File: src/iiu_defs.vh
`ifndef IIU_DEFS_VH
`define IIU_DEFS_VH
`define IIU_REG_CTRL      12'h000
`define IIU_REG_EDGE      12'h004
`define IIU_REG_FUNC      12'h008
`define IIU_REG_STATUS    12'h00c
`define IIU_REG_MASK      12'h010
`define IIU_REG_TASK      12'h014
`define IIU_REG_LEVEL     12'h018
`define IIU_REG_TARGET0   12'h020
`define IIU_REG_COUNT0    12'h040
`define IIU_EDGE_RISE     16'h0000
`define IIU_EDGE_FALL     16'h0001
`define IIU_EN_DIRECT     16'h0000
`define IIU_EN_DISABLE    16'h0001
`define IIU_EN_CNT_DOWN   16'h0002
`define IIU_EN_CNT_UP     16'h0003
`define IIU_TASK_BASE     8'h8c
`define IIU_FUNC_INTR     3'h0
`define IIU_FUNC_NORMAL   3'h1
`define IIU_FUNC_QUICK    3'h2
`define IIU_FUNC_COUNTER  3'h3
`define IIU_FUNC_ORIGIN   3'h4
`endif

File: src/iiu_interrupt_input_unit.v
// Register access over AHB-Lite and the address map are this design's own decisions.
`timescale 1ns/10ps
`default_nettype none
`include "iiu_defs.vh"
module iiu_interrupt_input_unit #(
  parameter        NUM_IN   = 8,
  parameter        CNT_W    = 16,
  parameter [7:0]  BOOT_EDGE = 8'h00
) (
  input  wire        hclk,
  input  wire        hresetn,
  input  wire        clk_en,
  input  wire        hsel,
  input  wire [31:0] haddr,
  input  wire [1:0]  htrans,
  input  wire        hwrite,
  input  wire [2:0]  hsize,
  input  wire [31:0] hwdata,
  input  wire        hready,
  output reg  [31:0] hrdata,
  output reg         hreadyout,
  output reg         hresp,
  input  wire [7:0]  terminal_in,
  output reg  [7:0]  normal_in_ff,
  output reg  [7:0]  quick_in_ff,
  output reg  [7:0]  counter_in_ff,
  output reg  [7:0]  origin_in_ff,
  output reg  [7:0]  task_start_ff,
  output reg  [7:0]  task_num_ff,
  output reg         irq_ff
);

// --------------------------------------------------------------------
// Helpers
// --------------------------------------------------------------------
function [7:0] lowest_bit;
  input [7:0] v;
  integer k;
  begin
    lowest_bit = 8'h00;
    for (k = 7; k >= 0; k = k - 1) begin
      if (v[k]) begin
        lowest_bit = k[7:0];
      end
    end
  end
endfunction

// --------------------------------------------------------------------
// State
// --------------------------------------------------------------------
reg  [7:0]       sync1_ff;
reg  [7:0]       sync2_ff;
reg  [7:0]       prev_ff;
reg  [7:0]       edge_sel_ff;
reg  [7:0]       edge_cmd_ff;
reg  [7:0]       enable_ff;
reg  [7:0]       cnt_mode_ff;
reg  [7:0]       cnt_up_ff;
reg  [23:0]      func_ff;
reg  [7:0]       status_ff;
reg  [7:0]       mask_ff;
reg  [CNT_W-1:0] target_ff [0:7];
reg  [CNT_W-1:0] count_ff  [0:7];
reg              boot_ff;
reg              dph_ff;
reg              dwr_ff;
reg  [11:0]      daddr_ff;
reg  [7:0]       nxt_event;
reg  [7:0]       nxt_start;
reg  [7:0]       sel_intr;
integer          i;

wire       addr_ok = hsel & hready & htrans[1];
wire       wr_now  = dph_ff & dwr_ff & clk_en;
wire [2:0] idx     = daddr_ff[4:2];

// --------------------------------------------------------------------
// Edge detection and task start
// --------------------------------------------------------------------
always @* begin
  for (i = 0; i < 8; i = i + 1) begin
    sel_intr[i]  = (func_ff[3*i +: 3] == `IIU_FUNC_INTR);
    nxt_event[i] = sel_intr[i] &
                   (edge_sel_ff[i] ? (prev_ff[i] & ~sync2_ff[i])
                                   : (~prev_ff[i] & sync2_ff[i]));
    nxt_start[i] = 1'b0;
    if (nxt_event[i] & enable_ff[i]) begin
      if (!cnt_mode_ff[i]) begin
        nxt_start[i] = 1'b1;
      end else if (cnt_up_ff[i] ? (count_ff[i] + 1'b1 >= target_ff[i])
                                : (count_ff[i] <= {{(CNT_W-1){1'b0}}, 1'b1})) begin
        nxt_start[i] = 1'b1;
      end
    end
  end
end

// --------------------------------------------------------------------
// Write decode
// --------------------------------------------------------------------
// Command word: input number in 18:16, code in 15:0
wire [11:0] tgt_base = `IIU_REG_TARGET0;
wire [11:0] cnt_base = `IIU_REG_COUNT0;
wire [2:0]  cmd_in   = hwdata[18:16];
wire [15:0] cmd_code = hwdata[15:0];
wire        wr_edge  = wr_now & (daddr_ff == `IIU_REG_EDGE);
wire        wr_ctrl  = wr_now & (daddr_ff == `IIU_REG_CTRL);
wire        wr_func  = wr_now & (daddr_ff == `IIU_REG_FUNC);
wire        wr_mask  = wr_now & (daddr_ff == `IIU_REG_MASK);
wire        wr_stat  = wr_now & (daddr_ff == `IIU_REG_STATUS);
wire        wr_tgt   = wr_now & (daddr_ff[11:5] == tgt_base[11:5]);

// --------------------------------------------------------------------
// Input synchroniser
// --------------------------------------------------------------------
// Only the second stage feeds logic; prev holds the older sample
always @(posedge hclk or negedge hresetn) begin
  if (!hresetn) begin
    sync1_ff <= 8'h00;
    sync2_ff <= 8'h00;
    prev_ff  <= 8'h00;
  end else if (clk_en) begin
    sync1_ff <= terminal_in;
    sync2_ff <= sync1_ff;
    prev_ff  <= sync2_ff;
  end
end

// --------------------------------------------------------------------
// Edge selection
// --------------------------------------------------------------------
// Startup edge loads once; a later command overrides it per input
always @(posedge hclk or negedge hresetn) begin
  if (!hresetn) begin
    boot_ff     <= 1'b0;
    edge_sel_ff <= 8'h00;
    edge_cmd_ff <= 8'h00;
  end else if (clk_en) begin
    if (!boot_ff) begin
      boot_ff     <= 1'b1;
      edge_sel_ff <= BOOT_EDGE;
    end
    if (wr_edge) begin
      edge_cmd_ff[cmd_in] <= 1'b1;
      edge_sel_ff[cmd_in] <= (cmd_code == `IIU_EDGE_FALL);
    end
  end
end

// --------------------------------------------------------------------
// Function select and mask
// --------------------------------------------------------------------
always @(posedge hclk or negedge hresetn) begin
  if (!hresetn) begin
    func_ff <= 24'h000000;
    mask_ff <= 8'h00;
  end else if (clk_en) begin
    if (wr_func) begin
      func_ff <= hwdata[23:0];
    end
    if (wr_mask) begin
      mask_ff <= hwdata[7:0];
    end
  end
end

// --------------------------------------------------------------------
// Enable and mode commands
// --------------------------------------------------------------------
// Unknown codes disable the input, like the disable code
always @(posedge hclk or negedge hresetn) begin
  if (!hresetn) begin
    enable_ff   <= 8'h00;
    cnt_mode_ff <= 8'h00;
    cnt_up_ff   <= 8'h00;
  end else if (clk_en && wr_ctrl) begin
    case (cmd_code)
      `IIU_EN_DIRECT: begin
        enable_ff[cmd_in]   <= 1'b1;
        cnt_mode_ff[cmd_in] <= 1'b0;
      end
      `IIU_EN_CNT_DOWN: begin
        enable_ff[cmd_in]   <= 1'b1;
        cnt_mode_ff[cmd_in] <= 1'b1;
        cnt_up_ff[cmd_in]   <= 1'b0;
      end
      `IIU_EN_CNT_UP: begin
        enable_ff[cmd_in]   <= 1'b1;
        cnt_mode_ff[cmd_in] <= 1'b1;
        cnt_up_ff[cmd_in]   <= 1'b1;
      end
      default: begin
        enable_ff[cmd_in] <= 1'b0;
      end
    endcase
  end
end

// --------------------------------------------------------------------
// Targets and edge counters
// --------------------------------------------------------------------
// Enabling a counter mode restarts the count from its start value
always @(posedge hclk or negedge hresetn) begin
  if (!hresetn) begin
    for (i = 0; i < 8; i = i + 1) begin
      target_ff[i] <= {CNT_W{1'b0}};
      count_ff[i]  <= {CNT_W{1'b0}};
    end
  end else if (clk_en) begin
    if (wr_tgt) begin
      target_ff[idx] <= hwdata[CNT_W-1:0];
    end
    for (i = 0; i < 8; i = i + 1) begin
      if (nxt_event[i] & enable_ff[i] & cnt_mode_ff[i]) begin
        if (nxt_start[i]) begin
          count_ff[i] <= cnt_up_ff[i] ? {CNT_W{1'b0}} : target_ff[i];
        end else begin
          count_ff[i] <= cnt_up_ff[i] ? count_ff[i] + 1'b1 : count_ff[i] - 1'b1;
        end
      end
    end
    if (wr_ctrl && cmd_code == `IIU_EN_CNT_DOWN) begin
      count_ff[cmd_in] <= target_ff[cmd_in];
    end else if (wr_ctrl && cmd_code == `IIU_EN_CNT_UP) begin
      count_ff[cmd_in] <= {CNT_W{1'b0}};
    end
  end
end

// --------------------------------------------------------------------
// Terminal routing
// --------------------------------------------------------------------
// Each terminal reaches only its selected function
always @(posedge hclk or negedge hresetn) begin
  if (!hresetn) begin
    normal_in_ff  <= 8'h00;
    quick_in_ff   <= 8'h00;
    counter_in_ff <= 8'h00;
    origin_in_ff  <= 8'h00;
  end else if (clk_en) begin
    for (i = 0; i < 8; i = i + 1) begin
      normal_in_ff[i]  <= sync2_ff[i] & (func_ff[3*i +: 3] == `IIU_FUNC_NORMAL);
      quick_in_ff[i]   <= sync2_ff[i] & (func_ff[3*i +: 3] == `IIU_FUNC_QUICK);
      counter_in_ff[i] <= sync2_ff[i] & (func_ff[3*i +: 3] == `IIU_FUNC_COUNTER);
      origin_in_ff[i]  <= sync2_ff[i] & (func_ff[3*i +: 3] == `IIU_FUNC_ORIGIN);
    end
  end
end

// --------------------------------------------------------------------
// Task start
// --------------------------------------------------------------------
// Task number keeps the lowest input started in the same cycle
always @(posedge hclk or negedge hresetn) begin
  if (!hresetn) begin
    task_start_ff <= 8'h00;
    task_num_ff   <= 8'h00;
  end else if (clk_en) begin
    task_start_ff <= nxt_start;
    if (|nxt_start) begin
      task_num_ff <= `IIU_TASK_BASE + lowest_bit(nxt_start);
    end
  end
end

// --------------------------------------------------------------------
// Bus address and data phase
// --------------------------------------------------------------------
// Zero wait states: read data is loaded at the address phase
always @(posedge hclk or negedge hresetn) begin
  if (!hresetn) begin
    dph_ff    <= 1'b0;
    dwr_ff    <= 1'b0;
    daddr_ff  <= 12'h000;
    hrdata    <= 32'h00000000;
    hreadyout <= 1'b1;
    hresp     <= 1'b0;
  end else if (clk_en) begin
    hreadyout <= 1'b1;
    hresp     <= 1'b0;
    dph_ff    <= addr_ok;
    dwr_ff    <= hwrite;
    if (addr_ok) begin
      daddr_ff <= haddr[11:0];
    end
    if (addr_ok && !hwrite) begin
      case (haddr[11:0])
        `IIU_REG_EDGE:   hrdata <= {16'h0000, edge_cmd_ff, edge_sel_ff};
        `IIU_REG_CTRL:   hrdata <= {8'h00, cnt_up_ff, cnt_mode_ff, enable_ff};
        `IIU_REG_FUNC:   hrdata <= {8'h00, func_ff};
        `IIU_REG_STATUS: hrdata <= {24'h000000, status_ff};
        `IIU_REG_MASK:   hrdata <= {24'h000000, mask_ff};
        `IIU_REG_TASK:   hrdata <= {24'h000000, task_num_ff};
        `IIU_REG_LEVEL:  hrdata <= {24'h000000, sync2_ff};
        default: begin
          if (haddr[11:5] == tgt_base[11:5]) begin
            hrdata <= {{(32-CNT_W){1'b0}}, target_ff[haddr[4:2]]};
          end else if (haddr[11:5] == cnt_base[11:5]) begin
            hrdata <= {{(32-CNT_W){1'b0}}, count_ff[haddr[4:2]]};
          end else begin
            hrdata <= 32'h00000000;
          end
        end
      endcase
    end
  end
end

// --------------------------------------------------------------------
// Status and interrupt
// --------------------------------------------------------------------
// Sticky status, set wins over write-one-to-clear
always @(posedge hclk or negedge hresetn) begin
  if (!hresetn) begin
    status_ff <= 8'h00;
    irq_ff    <= 1'b0;
  end else if (clk_en) begin
    if (wr_stat) begin
      status_ff <= (status_ff & ~hwdata[7:0]) | nxt_start;
    end else begin
      status_ff <= status_ff | nxt_start;
    end
    irq_ff <= |(status_ff & mask_ff);
  end
end

endmodule // iiu_interrupt_input_unit
`default_nettype wire

File: config.mk
export PLATFORM = sky130hd
export DESIGN_NAME = iiu_interrupt_input_unit
export DESIGN_NICKNAME = d
export VERILOG_FILES = /design/src/iiu_interrupt_input_unit.v
export VERILOG_INCLUDE_DIRS = /design/src
export SDC_FILE = /design/constraint.sdc
export NUM_CORES = 2
export LEC_CHECK = 0
export ABC_AREA = 1
export BUFFER_PORTS_ARGS = -buffer_cell sky130_fd_sc_hd__buf_2
export CAP_MARGIN = 20
export CORE_MARGIN = 5
export CORE_UTILIZATION = 30
export CTS_CLUSTER_SIZE = 25
export DETAILED_ROUTE_END_ITERATION = 16
export SLEW_MARGIN = 5
export SYNTH_ARGS = -nofsm -noshare
export SYNTH_HDL_FRONTEND = slang
export SYNTH_SLANG_ARGS = --single-unit
File: constraint.sdc
create_clock -name hclk -period 5 [get_ports hclk]
set_clock_uncertainty 0.15 [all_clocks]
set_input_delay 1.25 -clock hclk [delete_from_list [all_inputs] [get_ports hclk]]
set_output_delay 1.25 -clock hclk [all_outputs]
set_load 0.005 [all_outputs]
==> results.ini <==
[run_status]
status=complete, no violations

[sta]
max_freq_mhz=233.8
fin_crit_sh_pct=85.53
worst_slew_pin_slew_ps=1265
setup_viol=0
hold_viol=0
fin_tns_setup_ps=0
slew_viol_final=0
fin_ws_ps=723.4
timing.final.crit_period_ps=4277
slew_headroom_pct=15.48
rsz0062_at_grt=false

[setup_path]
critPathTopFamily=simple AND/OR/NAND/NOR gates
cp-start-kind=flip-flop
r2r-start=count_ff[32]
cp.arrival_ps=4710
crit_top_cell=nand2_1
critPathMaxFanout=17
crit_buf_inv=2
critPathCaptureType=flip-flop
cp_slowest_cell=dfrtp_1
path_cells=ha_1 > nand2_1 > nor2_1 > nand2_1 > nor2_1 > nand2_1 > xor2_1 > inv_1 > ha_1 > nand4_1 > nor3_1 > nand2_1 > nand2_1 > nand2_1 > nand2_2 > nand2_2 > inv_1 > nand3_1 > o211ai_1 > nand2_1 > a21oi_1
worst_ep_required_time_ps=5440
path_class=reg -> reg
setup.worst_path.start=count_ff[32]
cp_slowest_stage_delay_ps=590

[finish]
design_area_sq_um=40050
drive_gt1_share_pct=8.017
post-route-util_pct=34.05
multi_input_area_sq_um=20690
nets=5754
area_delta_synth_final_pct=13.24
final_common_cell=nand2_1
final_cell_mix=nand2_1, inv_1, o21ai_0
n_fill_cell=12800
regArea_sq_um=11140

[logic_synthesis]
synth_seq_area_share_pct=31.49
synth_warnings=0
synth_top_flop_cell=dfrtp_1
synth_seq_cells=445
synth_top_family_by_area=simple AND/OR/NAND/NOR gates
synth_async_sr_flop_share_pct=100.0
synth_compound_area_share_pct=20.81
synth_xor_area_share_pct=2.724
synth_edf_count=0
syn_area_per_cell_sq_um=6.441
synth-simple-area-share_pct=29.20
synthCells=5491
synth_fa_ha_area_share_pct=5.378
syn_area_sq_um=35370
synth_cell_types=58
muxShareOfSynthArea_pct=0.1592

[clock_network]
cts_root_buffer=clkbuf_16
cts_buffer_depth=3
cts_made_buffers=56
worst_skew_pair.late_latency_ps=690
htreeDepth=2
post-cts-setup-buffers=0
clk_pin_slew_ps=60
cts_tree=yes
hold_buffers=0
cts.sink_count=445
cts_resized=0

[power]
p_per_area_nw_per_um2=318.7
ir_drop_uv=283.2
power.leakage_nw=18.34

[die]
fp.dieW_microns=353.3
start_util_pct=30.07
rows=126
io_pins=166
core_sq_um=117600
die_h_microns=353.3
die-area_sq_um=124800

[grt]
grt_pass1_vias=36280
overflow=0
grt_max_degree=120
antenna_found_initial=26
gr-usage-all-layers_pct=27.93
grt_pass1_wl_microns=258600

[drt]
drtAntennaViolNets=0
vias=39920
drt_first_pass_iters=8
first_iter_violations=5898
routedWlPerCell_microns=25.52
via_per_inst=5.613
drc=0
routed_wl_microns=181500

[worst_hold_path]
holdCritStartpoint=edge_cmd_ff[0]
min_path_type=reg -> reg

[run]
cap_violations=0

[placement]
dp_slack_ps=686.2
place.gp.congestion=1.056
io_buffers=121
place_area_sq_um=37940
dp_hpwl_microns=136900

-- sequential cells by signal (all words and copies together) (netlist names), 5 cells and up, named ones only --
signal / flops
edge_sel_ff: 8
daddr_ff: 12
prev_ff: 8
hrdata: 24
quick_in_ff: 8
count_ff: 128
sync2_ff: 8
task_num_ff: 5
edge_cmd_ff: 8
task_start_ff: 8
func_ff: 24
status_ff: 8
counter_in_ff: 8
target_ff: 128
mask_ff: 8
sync1_ff: 8
normal_in_ff: 8
origin_in_ff: 8
-- synthesized netlist by cell type (59+ instances only) --
master    instances  area [sq um]
o22ai_1         130         813.3
ha_1            152          1902
o211ai_1         60         450.4
inv_1           590          2215
nand2_1        1557          5844
nor2_1          559          2098
nand3_1         226          1131
nand4_1          69         431.7
a21oi_1         385          1927
dfrtp_1         445         11140
xor2_1          103         902.1
clkbuf_1        214         803.3
buf_2            59         295.3
o21ai_0         590          2953
-- cell families after synthesis --
family | Yosys count
simple gates | 2540
compound gates | 1318
buf+inv | 919
flops | 445
fa+ha+maj | 152
xor+xnor | 110
mux | 5
other cells | 2
-- metal layers --
layer  global-route usage, %  up-vias  wire length [microns]
met2                   40.87     2309                  75170
met5                       0        -                     66
li1                        -    18150                      -
met3                   7.448      505                  21000
met4                   15.33       10                  12180
met1                   37.38    18940                  73090
-- where the power goes --
group | internal [W] | switching [W]
logic | 0.00128 | 0.00261
registers | 0.00384 | 0.000478
clock network | 0.00268 | 0.00187
-- stage by stage --
step	hold slack, ps	power, W	std cells
floorplan	272.2	0.006847	5501
detailed placement	288.6	0.008160	6993
global placement	283.0	0.008111	6992
finish	304.7	0.01276	7112
CTS	303.7	0.01268	7095
global route	325.8	0.01342	7099
-- worst min-delay path, cell delays in order, from the launching register on --
cell and delay, ps:
dfrtp_1 320, inv_1 50, nand2_1 50
-- worst paths after layout --
path                       depth (start not counted)  slack [ps]        endpoint
min in group asynchronous                          1         510    count_ff[57]
max in group asynchronous                          2        3090   count_ff[106]
min reg2reg                                        2         300  edge_cmd_ff[0]
max                                               21         720    count_ff[32]
min                                                2         300  edge_cmd_ff[0]
max reg2reg                                       21         720    count_ff[32]
-- area by class of cell --
class | instances | area share, %
flip-flops and latches | 445 | 27.81
clock inverters | 30 | 1.034
diodes | 13 | 0.08123
well taps | 1536 | 4.799
multi-input cells | 4137 | 51.68
repair buffers | 270 | 4.958
inverters | 609 | 5.718
clock buffers | 72 | 3.927
Note: power is estimated with default switching activity, not from simulation.
